`config.mk`:
```
export PLATFORM = sky130hd
export DESIGN_NAME = fpes_host
export DESIGN_NICKNAME = d
export VERILOG_FILES = /design/src/fpes_pkg.sv /design/src/fpes_count.sv /design/src/fpes_host.sv
export VERILOG_INCLUDE_DIRS = /design/src
export SDC_FILE = /design/constraint.sdc
export NUM_CORES = 1
export LEC_CHECK = 0
export BUFFER_PORTS_ARGS = -buffer_cell sky130_fd_sc_hd__buf_2
export CORE_ASPECT_RATIO = 0.5
export CORE_MARGIN = 1
export CORE_UTILIZATION = 45
export DETAILED_ROUTE_END_ITERATION = 16
export HOLD_SLACK_MARGIN = 0.08
export MAX_ROUTING_LAYER = met4
export PLACE_DENSITY = 0.7
export SLEW_MARGIN = 20
export SYNTH_ARGS = -nofsm -noshare
export SYNTH_HDL_FRONTEND = slang
export SYNTH_SLANG_ARGS = --single-unit
```
`constraint.sdc`:
```
create_clock -name i_core_clk -period 4.52 [get_ports i_core_clk]
set_input_delay 0.226 -clock i_core_clk [delete_from_list [all_inputs] [get_ports i_core_clk]]
set_output_delay 0.226 -clock i_core_clk [all_outputs]
set_load 0.01 [all_outputs]
```
`src/fpes_defs.svh`:
```
// Constants for the flash program/erase host controller.
// Assumes a 125 MHz core clock; included by bare name.
`ifndef FPES_DEFS_SVH
`define FPES_DEFS_SVH
`define FPES_CLK_NS 8
`define FPES_PROG_MAX_NS 100000
`define FPES_PROG_TMO_CYC ((`FPES_PROG_MAX_NS) / (`FPES_CLK_NS))
`define FPES_ERASE_MAX_MS 2000
`define FPES_ERASE_TMO_CYC ((`FPES_ERASE_MAX_MS) * 125000)
`define FPES_RSP_NS 4000
`define FPES_RSP_CYC (((`FPES_RSP_NS) + (`FPES_CLK_NS) - 1) / (`FPES_CLK_NS))
`define FPES_WR_CYC 8
`define FPES_RD_CYC 10
`define FPES_REG_CTRL 4'h0
`define FPES_REG_ADDR 4'h1
`define FPES_REG_DATA 4'h2
`define FPES_REG_STAT 4'h3
`define FPES_REG_RDAT 4'h4
`define FPES_OP_PROG 3'h1
`define FPES_OP_ERASE 3'h2
`define FPES_OP_PROT 3'h3
`define FPES_OP_UNPROT 3'h4
`define FPES_OP_RDSTAT 3'h5
`define FPES_ST_BUSY 0
`define FPES_ST_DONE 1
`define FPES_ST_TMO 2
`define FPES_ST_SUSP 3
`define FPES_BIT_POLL 7
`define FPES_BIT_TOG 6
`define FPES_BIT_SUSTOG 2
`define FPES_PROT_SEL 6
`endif

```
`src/fpes_pkg.sv`:
```
// Types for the flash program/erase host controller.
// Assumes the constants header is included by users.
package fpes_pkg;
   typedef enum logic [3:0] {
      FPES_IDLE = 4'b0000,
      FPES_UNPR = 4'b0001,
      FPES_WRLO = 4'b0010,
      FPES_WRHI = 4'b0011,
      FPES_RD1 = 4'b0100,
      FPES_RD2 = 4'b0101,
      FPES_RDW = 4'b0110,
      FPES_POLL = 4'b0111,
      FPES_HOLD = 4'b1000
   } fpes_state_t;

   typedef struct packed {
      logic [21:0] addr;
      logic [15:0] dout;
      logic doe;
      logic ce_n;
      logic oe_n;
      logic we_n;
      logic rst_hv;
   } fpes_pins_t;
endpackage

```
`src/fpes_count.sv`:
```
// Down counter used for pulse widths and timeouts.
// Assumes load and enable are synchronous to the core clock.
`timescale 1ns/1ps
module fpes_count (
   // Clock, reset and enable
   input wire logic i_core_clk,
   input wire logic i_rst,
   input wire logic i_ce,
   // Control
   input wire logic i_load,
   input wire logic [31:0] i_value,
   // Status
   output logic o_zero
);
   logic [31:0] cnt_q;
   logic [31:0] cnt_d;

   always_comb begin
      cnt_d = cnt_q;
      if (i_load) begin
         cnt_d = i_value;
      end else if (cnt_q != 32'h0) begin
         cnt_d = cnt_q - 32'h1;
      end
   end

   always_ff @(posedge i_core_clk) begin
      if (i_rst) begin
         cnt_q <= 32'h0;
      end else if (i_ce) begin
         cnt_q <= cnt_d;
      end
   end

   assign o_zero = (cnt_q == 32'h0);
endmodule

```
`src/fpes_host.sv`:
```
// Host controller that programs, erases and protects a parallel NOR flash die.
// Assumes flash pins synchronous to i_core_clk; board lifts rst_hv to the unprotect voltage.
// What this block does
// - Host separates successive status reads by pulsing output enable.
// - Protect: select bit low, address bit one high, bit zero low.
// - Unprotect: select bit high, address bit one high, bit zero low.
// - Program command is four write cycles, with or without unprotect, outside program time.
// - Hold reset at unprotect voltage 4 us before writes.
// - Keep reset elevated 4 us after ready returns high, or 4 us after a busy timeout.
//
// The implementer's own choices: the placing of the registers and the address-and-strobe port.
`timescale 1ns/1ps
`include "fpes_defs.svh"
module fpes_host (
   // Clock, reset, enable
   input wire logic i_core_clk,
   input wire logic i_rst,
   input wire logic i_en,
   // Register port
   input wire logic [3:0] i_reg_addr,
   input wire logic [31:0] i_reg_wdata,
   input wire logic i_reg_wr,
   input wire logic i_reg_rd,
   output logic [31:0] o_reg_rdata,
   // Flash pins
   output logic [21:0] o_fl_addr,
   output logic [15:0] o_fl_dq_out,
   output logic o_fl_dq_oe,
   input wire logic [15:0] i_fl_dq_in,
   output logic o_fl_ce_n,
   output logic o_fl_oe_n,
   output logic o_fl_we_n,
   output logic o_fl_rst_hv,
   input wire logic i_fl_ready_busy_out
);
   typedef struct packed {
      fpes_pkg::fpes_state_t st;
      fpes_pkg::fpes_pins_t pins;
      logic [2:0] op;
      logic [1:0] idx;
      logic [21:0] addr;
      logic [15:0] wdata;
      logic [15:0] rd1;
      logic [15:0] rdat;
      logic [3:0] stat;
      logic unprot;
      logic [31:0] rdq;
      logic ld;
      logic [31:0] ldv;
   } fpes_st_t;

   fpes_st_t s_q;
   fpes_st_t s_d;
   logic tmo_zero;
   logic pw_zero;
   logic [31:0] tmo_val;
   logic ld_tmo;
   logic [21:0] cyc_a;
   logic [15:0] cyc_d;
   logic [1:0] ncyc;

   // Timeout for the busy phase, loaded after the last command write
   fpes_count u_tmo (
      .i_core_clk(i_core_clk),
      .i_rst(i_rst),
      .i_ce(i_en),
      .i_load(ld_tmo),
      .i_value(tmo_val),
      .o_zero(tmo_zero)
   );
   // Pin pulse widths and unprotect setup/hold
   // Loaded on the entering edge, so a state lasts its load plus one cycle
   fpes_count u_pw (
      .i_core_clk(i_core_clk),
      .i_rst(i_rst),
      .i_ce(i_en),
      .i_load(s_d.ld),
      .i_value(s_d.ldv),
      .o_zero(pw_zero)
   );

   // Command cycles; sector protect uses the select address bit
   always_comb begin
      cyc_a = 22'h000555;
      cyc_d = 16'h00AA;
      ncyc = 2'h3;
      unique case (s_q.idx)
         2'h0: begin
            cyc_a = 22'h000555;
            cyc_d = 16'h00AA;
         end
         2'h1: begin
            cyc_a = 22'h0002AA;
            cyc_d = 16'h0055;
         end
         2'h2: begin
            cyc_a = (s_q.op == `FPES_OP_PROG) ? 22'h000555 : s_q.addr;
            cyc_d = (s_q.op == `FPES_OP_PROG) ? 16'h00A0 : 16'h0030;
         end
         2'h3: begin
            cyc_a = s_q.addr;
            cyc_d = s_q.wdata;
         end
      endcase
      if (s_q.op == `FPES_OP_PROG && s_q.unprot) begin
         ncyc = 2'h3;
      end
      if (s_q.op == `FPES_OP_PROT || s_q.op == `FPES_OP_UNPROT) begin
         cyc_a = {s_q.addr[21:7], (s_q.op == `FPES_OP_UNPROT), 4'h0, 2'b10};
         cyc_d = 16'h0060;
         ncyc = 2'h0;
      end
      if (s_q.op == `FPES_OP_ERASE) begin
         ncyc = 2'h2;
      end
   end

   always_comb begin
      s_d = s_q;
      s_d.ld = 1'b0;
      s_d.ldv = 32'h0;
      ld_tmo = 1'b0;
      tmo_val = `FPES_PROG_TMO_CYC;
      o_reg_rdata = s_q.rdq;
      s_d.rdq = 32'h0;
      if (i_reg_rd) begin
         unique case (i_reg_addr)
            `FPES_REG_ADDR: s_d.rdq = {10'h0, s_q.addr};
            `FPES_REG_DATA: s_d.rdq = {16'h0, s_q.wdata};
            `FPES_REG_STAT: s_d.rdq = {27'h0, i_fl_ready_busy_out, s_q.stat};
            `FPES_REG_RDAT: s_d.rdq = {16'h0, s_q.rdat};
            `FPES_REG_CTRL: s_d.rdq = {28'h0, s_q.unprot, s_q.op};
            default: s_d.rdq = 32'h0;
         endcase
      end
      if (i_reg_wr && s_q.st == fpes_pkg::FPES_IDLE) begin
         unique case (i_reg_addr)
            `FPES_REG_ADDR: s_d.addr = i_reg_wdata[21:0];
            `FPES_REG_DATA: s_d.wdata = i_reg_wdata[15:0];
            `FPES_REG_CTRL: begin
               s_d.op = i_reg_wdata[2:0];
               s_d.unprot = i_reg_wdata[3];
               s_d.idx = 2'h0;
               s_d.stat = 4'h0;
               if (i_reg_wdata[2:0] != 3'h0) begin
                  s_d.stat[`FPES_ST_BUSY] = 1'b1;
                  s_d.pins.rst_hv = i_reg_wdata[3];
                  s_d.ld = 1'b1;
                  s_d.ldv = i_reg_wdata[3] ? `FPES_RSP_CYC : 32'h1;
                  s_d.st = (i_reg_wdata[2:0] == `FPES_OP_RDSTAT) ?
                     fpes_pkg::FPES_RD1 : fpes_pkg::FPES_UNPR;
               end
            end
            default: ;
         endcase
      end
      unique case (s_q.st)
         fpes_pkg::FPES_IDLE: ;
         fpes_pkg::FPES_UNPR: if (pw_zero) begin
            s_d.st = fpes_pkg::FPES_WRLO;
         end
         fpes_pkg::FPES_WRLO: if (pw_zero) begin
            s_d.pins.addr = cyc_a;
            s_d.pins.dout = cyc_d;
            s_d.pins.doe = 1'b1;
            s_d.pins.ce_n = 1'b0;
            s_d.pins.we_n = 1'b0;
            s_d.ld = 1'b1;
            s_d.ldv = 32'(`FPES_WR_CYC - 1);
            s_d.st = fpes_pkg::FPES_WRHI;
         end
         fpes_pkg::FPES_WRHI: if (pw_zero) begin
            s_d.pins.we_n = 1'b1;
            s_d.pins.ce_n = 1'b1;
            s_d.ld = 1'b1;
            s_d.ldv = 32'(`FPES_WR_CYC - 1);
            s_d.idx = s_q.idx + 2'h1;
            s_d.st = fpes_pkg::FPES_WRLO;
            if (s_q.idx == ncyc) begin
               s_d.pins.doe = 1'b0;
               ld_tmo = 1'b1;
               tmo_val = (s_q.op == `FPES_OP_PROG) ?
                  `FPES_PROG_TMO_CYC : `FPES_ERASE_TMO_CYC;
               s_d.st = fpes_pkg::FPES_RD1;
            end
         end
         fpes_pkg::FPES_RD1, fpes_pkg::FPES_RD2: if (pw_zero) begin
            // Any address serves for the toggle bit
            s_d.pins.ce_n = 1'b0;
            s_d.pins.oe_n = 1'b0;
            s_d.pins.addr = s_q.addr;
            s_d.ld = 1'b1;
            s_d.ldv = 32'(`FPES_RD_CYC - 1);
            s_d.st = fpes_pkg::FPES_RDW;
            if (s_q.st == fpes_pkg::FPES_RD1) begin
               s_d.idx = 2'h0;
            end
         end
         fpes_pkg::FPES_RDW: if (pw_zero) begin
            s_d.pins.oe_n = 1'b1;
            s_d.pins.ce_n = 1'b1;
            s_d.ld = 1'b1;
            s_d.ldv = 32'(`FPES_WR_CYC - 1);
            if (s_q.idx == 2'h0) begin
               s_d.rd1 = i_fl_dq_in;
            end else begin
               s_d.rdat = i_fl_dq_in;
            end
            s_d.idx = s_q.idx + 2'h1;
            s_d.st = (s_q.idx == 2'h0) ? fpes_pkg::FPES_RD2 : fpes_pkg::FPES_POLL;
         end
         fpes_pkg::FPES_POLL: begin
            // Bus is released here, so only the two latched reads are compared
            s_d.st = fpes_pkg::FPES_RD1;
            if (s_q.op == `FPES_OP_RDSTAT) begin
               // Suspend bit toggling marks an erase-suspended sector
               s_d.stat[`FPES_ST_SUSP] =
                  (s_q.rd1[`FPES_BIT_SUSTOG] != s_q.rdat[`FPES_BIT_SUSTOG]);
               s_d.stat[`FPES_ST_DONE] = 1'b1;
               s_d.st = fpes_pkg::FPES_HOLD;
            end else if (s_q.rd1[`FPES_BIT_TOG] == s_q.rdat[`FPES_BIT_TOG] &&
                         i_fl_ready_busy_out &&
                         (s_q.op != `FPES_OP_PROG ||
                          s_q.rdat[`FPES_BIT_POLL] == s_q.wdata[`FPES_BIT_POLL])) begin
               s_d.stat[`FPES_ST_DONE] = 1'b1;
               s_d.ld = 1'b1;
               s_d.ldv = s_q.unprot ? `FPES_RSP_CYC : 32'h1;
               s_d.st = fpes_pkg::FPES_HOLD;
            end else if (tmo_zero) begin
               s_d.stat[`FPES_ST_TMO] = 1'b1;
               s_d.ld = 1'b1;
               s_d.ldv = s_q.unprot ? `FPES_RSP_CYC : 32'h1;
               s_d.st = fpes_pkg::FPES_HOLD;
            end
         end
         fpes_pkg::FPES_HOLD: if (pw_zero) begin
            s_d.pins.rst_hv = 1'b0;
            s_d.stat[`FPES_ST_BUSY] = 1'b0;
            s_d.op = 3'h0;
            s_d.st = fpes_pkg::FPES_IDLE;
         end
         default: s_d.st = fpes_pkg::FPES_IDLE;
      endcase
   end

   always_ff @(posedge i_core_clk) begin
      if (i_rst) begin
         s_q <= '0;
         s_q.pins.ce_n <= 1'b1;
         s_q.pins.oe_n <= 1'b1;
         s_q.pins.we_n <= 1'b1;
      end else if (i_en) begin
         s_q <= s_d;
      end
   end

   assign o_fl_addr = s_q.pins.addr;
   assign o_fl_dq_out = s_q.pins.dout;
   assign o_fl_dq_oe = s_q.pins.doe;
   assign o_fl_ce_n = s_q.pins.ce_n;
   assign o_fl_oe_n = s_q.pins.oe_n;
   assign o_fl_we_n = s_q.pins.we_n;
   assign o_fl_rst_hv = s_q.pins.rst_hv;
endmodule

```
# Word-level counts from Yosys, hierarchy flattened
# Cells that the tools add are included.
# word_totals
ff_bits	214
in_bits	58
output_inout_bits	75
wordCells	171
# classes
addsub	3
n_eq_ne	31
mux	82
bitwise_logic	1
n_reduce_logical	35
# op_table
op	count
33-bit 2-to-1 mux	8
32-bit 2-to-1 mux	4
28-bit 2-to-1 mux	4
22-bit one-hot mux with 5 select lines	1
33-bit one-hot mux with 3 select lines	1
22-bit 2-to-1 mux	4
44-bit 2-to-1 mux	2
22-bit one-hot mux with 4 select lines	1
32-bit logical NOT	2
16-bit one-hot mux with 4 select lines	1
32-bit nonzero test	2
32-bit by 1-bit subtractor with 32-bit output, second input constant	2
4-bit 2-to-1 mux	12
22-bit one-hot mux with 2 select lines	1
16-bit 2-to-1 mux	2
4-bit one-hot mux with 8 select lines	1
26-bit 2-to-1 mux	1
4-bit by 3-bit == test with 1-bit output, second input constant	5
4-bit AND reduction	5
2-bit 2-to-1 mux	9
9-bit 2-to-1 mux	2
4-bit by 2-bit == test with 1-bit output, second input constant	4
1-bit 2-to-1 mux	16
3-bit AND reduction	4
33 further kinds	58

# Depth between registers and ports, before layout
# depth
ltp_word	10
mapped_depth	11
depth_no_buf	9

# Modules after synthesis
# A second synthesis with hierarchy kept.
# unflattened
hier_cells	1387
hier_area_um2	11199.5
# modules_own_cells
module	n_inst	cells_per_inst	area_each_um2	seq_area_each_um2
fpes_host	1	823	6687.7	2702.6
fpes_count	2	282	2255.9	640.6

# Worst setup path before layout
# No wires, ideal clock.
# synth_path
path_type	register to register
from	register u_pw.cnt_q[19]
to	register s_q[76] in the netlist's numbering
setup_time_ns	0.128
arrival_time_ns	2.965
slack_ns	1.428
path_stages_with_launch	10
cell_sequence	dfxtp_1 -> or4_1 -> clkbuf_1 -> or4b_1 -> nor3_2 -> nand2_1 -> nor4_4 -> buf_6 -> mux2i_1 -> nor2_1
# synth_between
elab_chain_len	2
# synth_rtl
element	line	rtl
start: declaration	fpes_count.sv:15	logic [31:0] cnt_q;
start signal: assignment	fpes_count.sv:31	cnt_q <= cnt_d;
32-bit logical NOT	fpes_count.sv:35	assign o_zero = (cnt_q == 32'h0);
4-bit AND reduction (no line)	--	
end: declaration	fpes_host.sv:52	fpes_st_t s_q;
# No other way between the ends.
# A chain may end at the register's enable or synchronous reset.

# Worst setup path in the final report
# layout_path
from	register u_tmo.cnt_q[0]
to	register u_pw.cnt_q[21]
# layout_between
elab_chain_len	7
elab_cells_between_ends	8
classes_between	5 x mux; 3 x reduce/logical
# layout_rtl
element	line	rtl
start: declaration	fpes_count.sv:15	
start signal: assignment	fpes_count.sv:31	
32-bit logical NOT *	fpes_count.sv:35	
33-bit 2-to-1 mux *	fpes_host.sv:229	end else if (tmo_zero) begin
33-bit 2-to-1 mux *	fpes_host.sv:221	end else if (s_q.rd1[`FPES_BIT_TOG] == s_q.rdat[`FPES_BIT_TOG] &&
33-bit 2-to-1 mux *	fpes_host.sv:215	if (s_q.op == `FPES_OP_RDSTAT) begin
33-bit one-hot mux with 3 select lines *	fpes_host.sv:157	unique case (s_q.st)
2-bit nonzero test (no line)	--	
2-bit AND reduction (no line)	--	
# Mark *: on every way between the ends. The rest lies on a longest branch, timed or not.

==> impl_metrics.json <==
{
  "ys_seq_area_frac": 0.4023,
  "rsz0062_at_grt": "no",
  "cts.repair.resized": 0,
  "worstPathMaxFanout": 9,
  "synth_edf_count": 0,
  "cts_setup_buffers": 0,
  "outcome": "finished, final reports clean",
  "skew_ps": 11.63,
  "hold_violations": 0,
  "tritoncts": "yes",
  "hold_class": "in -> reg",
  "cp-start-kind": "flip-flop",
  "report.final.slew_viol_count": 0,
  "fin_nets": 1385,
  "arrival_ps": 4230,
  "max-cap-violations": 0,
  "die_y_um": 106.9,
  "viasPerCell": 5.828,
  "final_common_cell": "dfxtp_1",
  "wirelength_um": 27660,
  "grt_pass1_wl_um": 44510,
  "core_um2": 21060,
  "syn_to_final_growth_pct": 12.59,
  "drtIter0Drc": 1047,
  "num_vias": 9471,
  "ys_warn_count": 0,
  "grt_start_max_net_pins": 89,
  "place_hpwl_um": 19150,
  "clkSinkCount": 199,
  "clockBufferDepth": 2,
  "dieArea_um2": 22640,
  "yosysTopAreaCellShare": 0.4023,
  "ant_nets": 0,
  "start_util": 0.4701,
  "synth-xor-area-share": 0.02211,
  "htree_levels": 4,
  "path_class": "reg -> reg",
  "post-route-util": 0.5293,
  "vdd_ir_drop_max_mv": 0.2930,
  "fp.dieW_um": 211.8,
  "syn-instance-count": 1268,
  "design_area_um2": 11150,
  "required_ps": 4890,
  "p_per_area_nw_per_um2": 599.0,
  "ys_types": 71,
  "yosys-mux-area-fraction": 0.02590,
  "end_kind": "flip-flop",
  "drc": 0,
  "final.min_clock_period_ps": 3861,
  "cp_top_family": "simple AND/OR/NAND/NOR gates",
  "io_pins": 133,
  "cts_root_buffer": "clkbuf_16",
  "post_drt_wl_per_cell_um": 17.02,
  "cts_buffers": 17,
  "dr.pass1.iters": 6,
  "ys.flop_type": "dfxtp_1",
  "fin_crit_sh": 0.8542,
  "yosys.area_share.adder": 0.007582,
  "clkLatencyLatePin_ps": 440,
  "grt_pass1_vias": 8632,
  "final_cell_mix": "199 x dfxtp_1, 165 x nor2_1, 160 x a21oi_1",
  "grtUsageTotal": 0.2521,
  "netlist.top_cell.by_area": "dfxtp_1",
  "grt.overflow.total": 0,
  "path_clk_slew_ps": 70,
  "async_flop_share": 0,
  "synth_top_family_by_area": "simple AND/OR/NAND/NOR gates",
  "diodes": 0,
  "fmax_mhz": 259.0,
  "placed_area_um2": 10230,
  "core.rowCount": 37,
  "slew_headroom": 0.3337,
  "synth_area_um2": 9902,
  "synth_compound_area_frac": 0.1903,
  "slowest_stage": "or4_1",
  "worst_pin_slew_ps": 996.7,
  "p_leak_nw": 4.121,
  "drive_gt1_frac": 0.1388,
  "worst-path-buf-inv": 1,
  "place.gp.congestion": 0.9050,
  "synth-simple-area-share": 0.2618,
  "portBuffers": 112,
  "setup_viol": 0,
  "path_cells": "inv_1, ha_1, nor3b_1, nand4_1, or4_1, a21oi_1, o211ai_1, or4_1, a21oi_1",
  "fin_tns_setup_ps": 0,
  "antenna_found_initial": 0,
  "cpPeakStageDelay_ps": 640,
  "ys_top_cells_by_area": "dfxtp_1 40%, a21oi_1 8.1%, nor2_1 6.3%",
  "ys_ff_latch": 199,
  "avgSynthCellArea_um2": 7.809,
  "pre_cts_ws_ps": 747.0,
  "setup_slack_ps": 659.1
}
[routing by layer]
metal  part of all wire  global-route usage  routed length (um)
met3              0.062             0.05009                1727
met5                  0                   -                   0
met1               0.44              0.3194               12250
met4              0.023             0.08799                 624
met2               0.47              0.4023               13060
[repair_timing]
action,in CTS,in global routing
hold endpoints to repair,54,0
setup endpoints to repair,0,0
hold buffers,37,0
[synthesized netlist by cell type, types with 3 or more instances]
master,n
dfxtp_1,199
nor2_1,165
a21oi_1,160
nand2_1,144
buf_4,70
clkbuf_1,67
nand3_1,61
nor3_1,43
o21ai_0,31
or3_1,24
nor4_1,21
mux2i_1,20
xor2_1,20
inv_1,16
or4_1,16
nand2b_1,15
a211oi_1,13
a22oi_1,13
a222oi_1,11
nand4_1,9
o21ai_1,9
nor3b_1,8
o211ai_1,8
o31ai_1,8
a311oi_1,7
a31oi_1,7
and3_1,7
ha_1,6
o32ai_1,6
mux2_2,5
xnor2_1,5
buf_1,4
buf_2,4
o2111ai_1,4
o21a_1,4
o21bai_1,4
o31a_1,4
or2_2,4
a221oi_1,3
and4_1,3
and4b_1,3
nor4b_1,3
[worst paths after layout]
check,start,endpoint,slack (ps),cells past startpoint
setup / recovery,u_tmo.cnt_q[0]$_SDFFE_PP0P_,u_pw.cnt_q[21]$_SDFFE_PP0P_,660,9
hold / removal,i_reg_wdata[3],o_fl_rst_hv$_SDFFE_PP0P_,140,3
setup reg to reg,u_tmo.cnt_q[0]$_SDFFE_PP0P_,u_pw.cnt_q[21]$_SDFFE_PP0P_,660,9
hold reg to reg,o_fl_addr[17]$_SDFFE_PP0P_,o_fl_addr[17]$_SDFFE_PP0P_,450,2
[through the flow]
step,instances,hold slack [ps],total power [mW]
CTS,1625,121.3,6.639
finish,1625,136.5,6.678
global route,1625,131.9,7.148
floorplan,1277,362.0,4.433
global placement,1557,440.6,5.031
detailed placement,1557,443.0,5.144
[worst min-delay path, delay by kind of cell]
kind | cells | cell delay, ps
simple gates | 1 | 80
buf+inv | 1 | 170
compound gates | 1 | 50
[report_power, final]
part	leakage (nW)	internal, mW	switching, mW
clock	0.277	0.766	0.697
sequential	1.61	2.04	0.312
combinational	2.23	1.10	1.76
total	4.12	3.91	2.77
[logic make-up (layout without fill, tap and decap cells)]
group	after synthesis	in the layout
muxes	25	25
buffers and inverters	163	219
other	1	10
DFF	199	199
adders and majority gates	6	6
and+or+nand+nor	542	542
xor gates and xnor gates	25	25
AOI/OAI and AO/OA	307	307
[registers in the layout, summed over array words and instances (netlist names)]
register / flops
s_q: 70
u_pw.cnt_q: 32
u_tmo.cnt_q: 32
o_fl_addr: 22
o_reg_rdata: 22
o_fl_dq_out: 16
o_fl_ce_n: 1
o_fl_dq_oe: 1
o_fl_oe_n: 1
o_fl_rst_hv: 1
o_fl_we_n: 1
[area by class of cell]
class / instances / area [um2]
Fill cell: 1975 / 9916
Multi-Input combinational cell: 915 / 5085
Sequential cell: 199 / 3984
Timing Repair Buffer: 171 / 1099
Clock buffer: 22 / 484.2
Tap cell: 292 / 365.4
Clock inverter: 9 / 67.56
Inverter: 17 / 63.81
(Power assumes the default switching activity.)
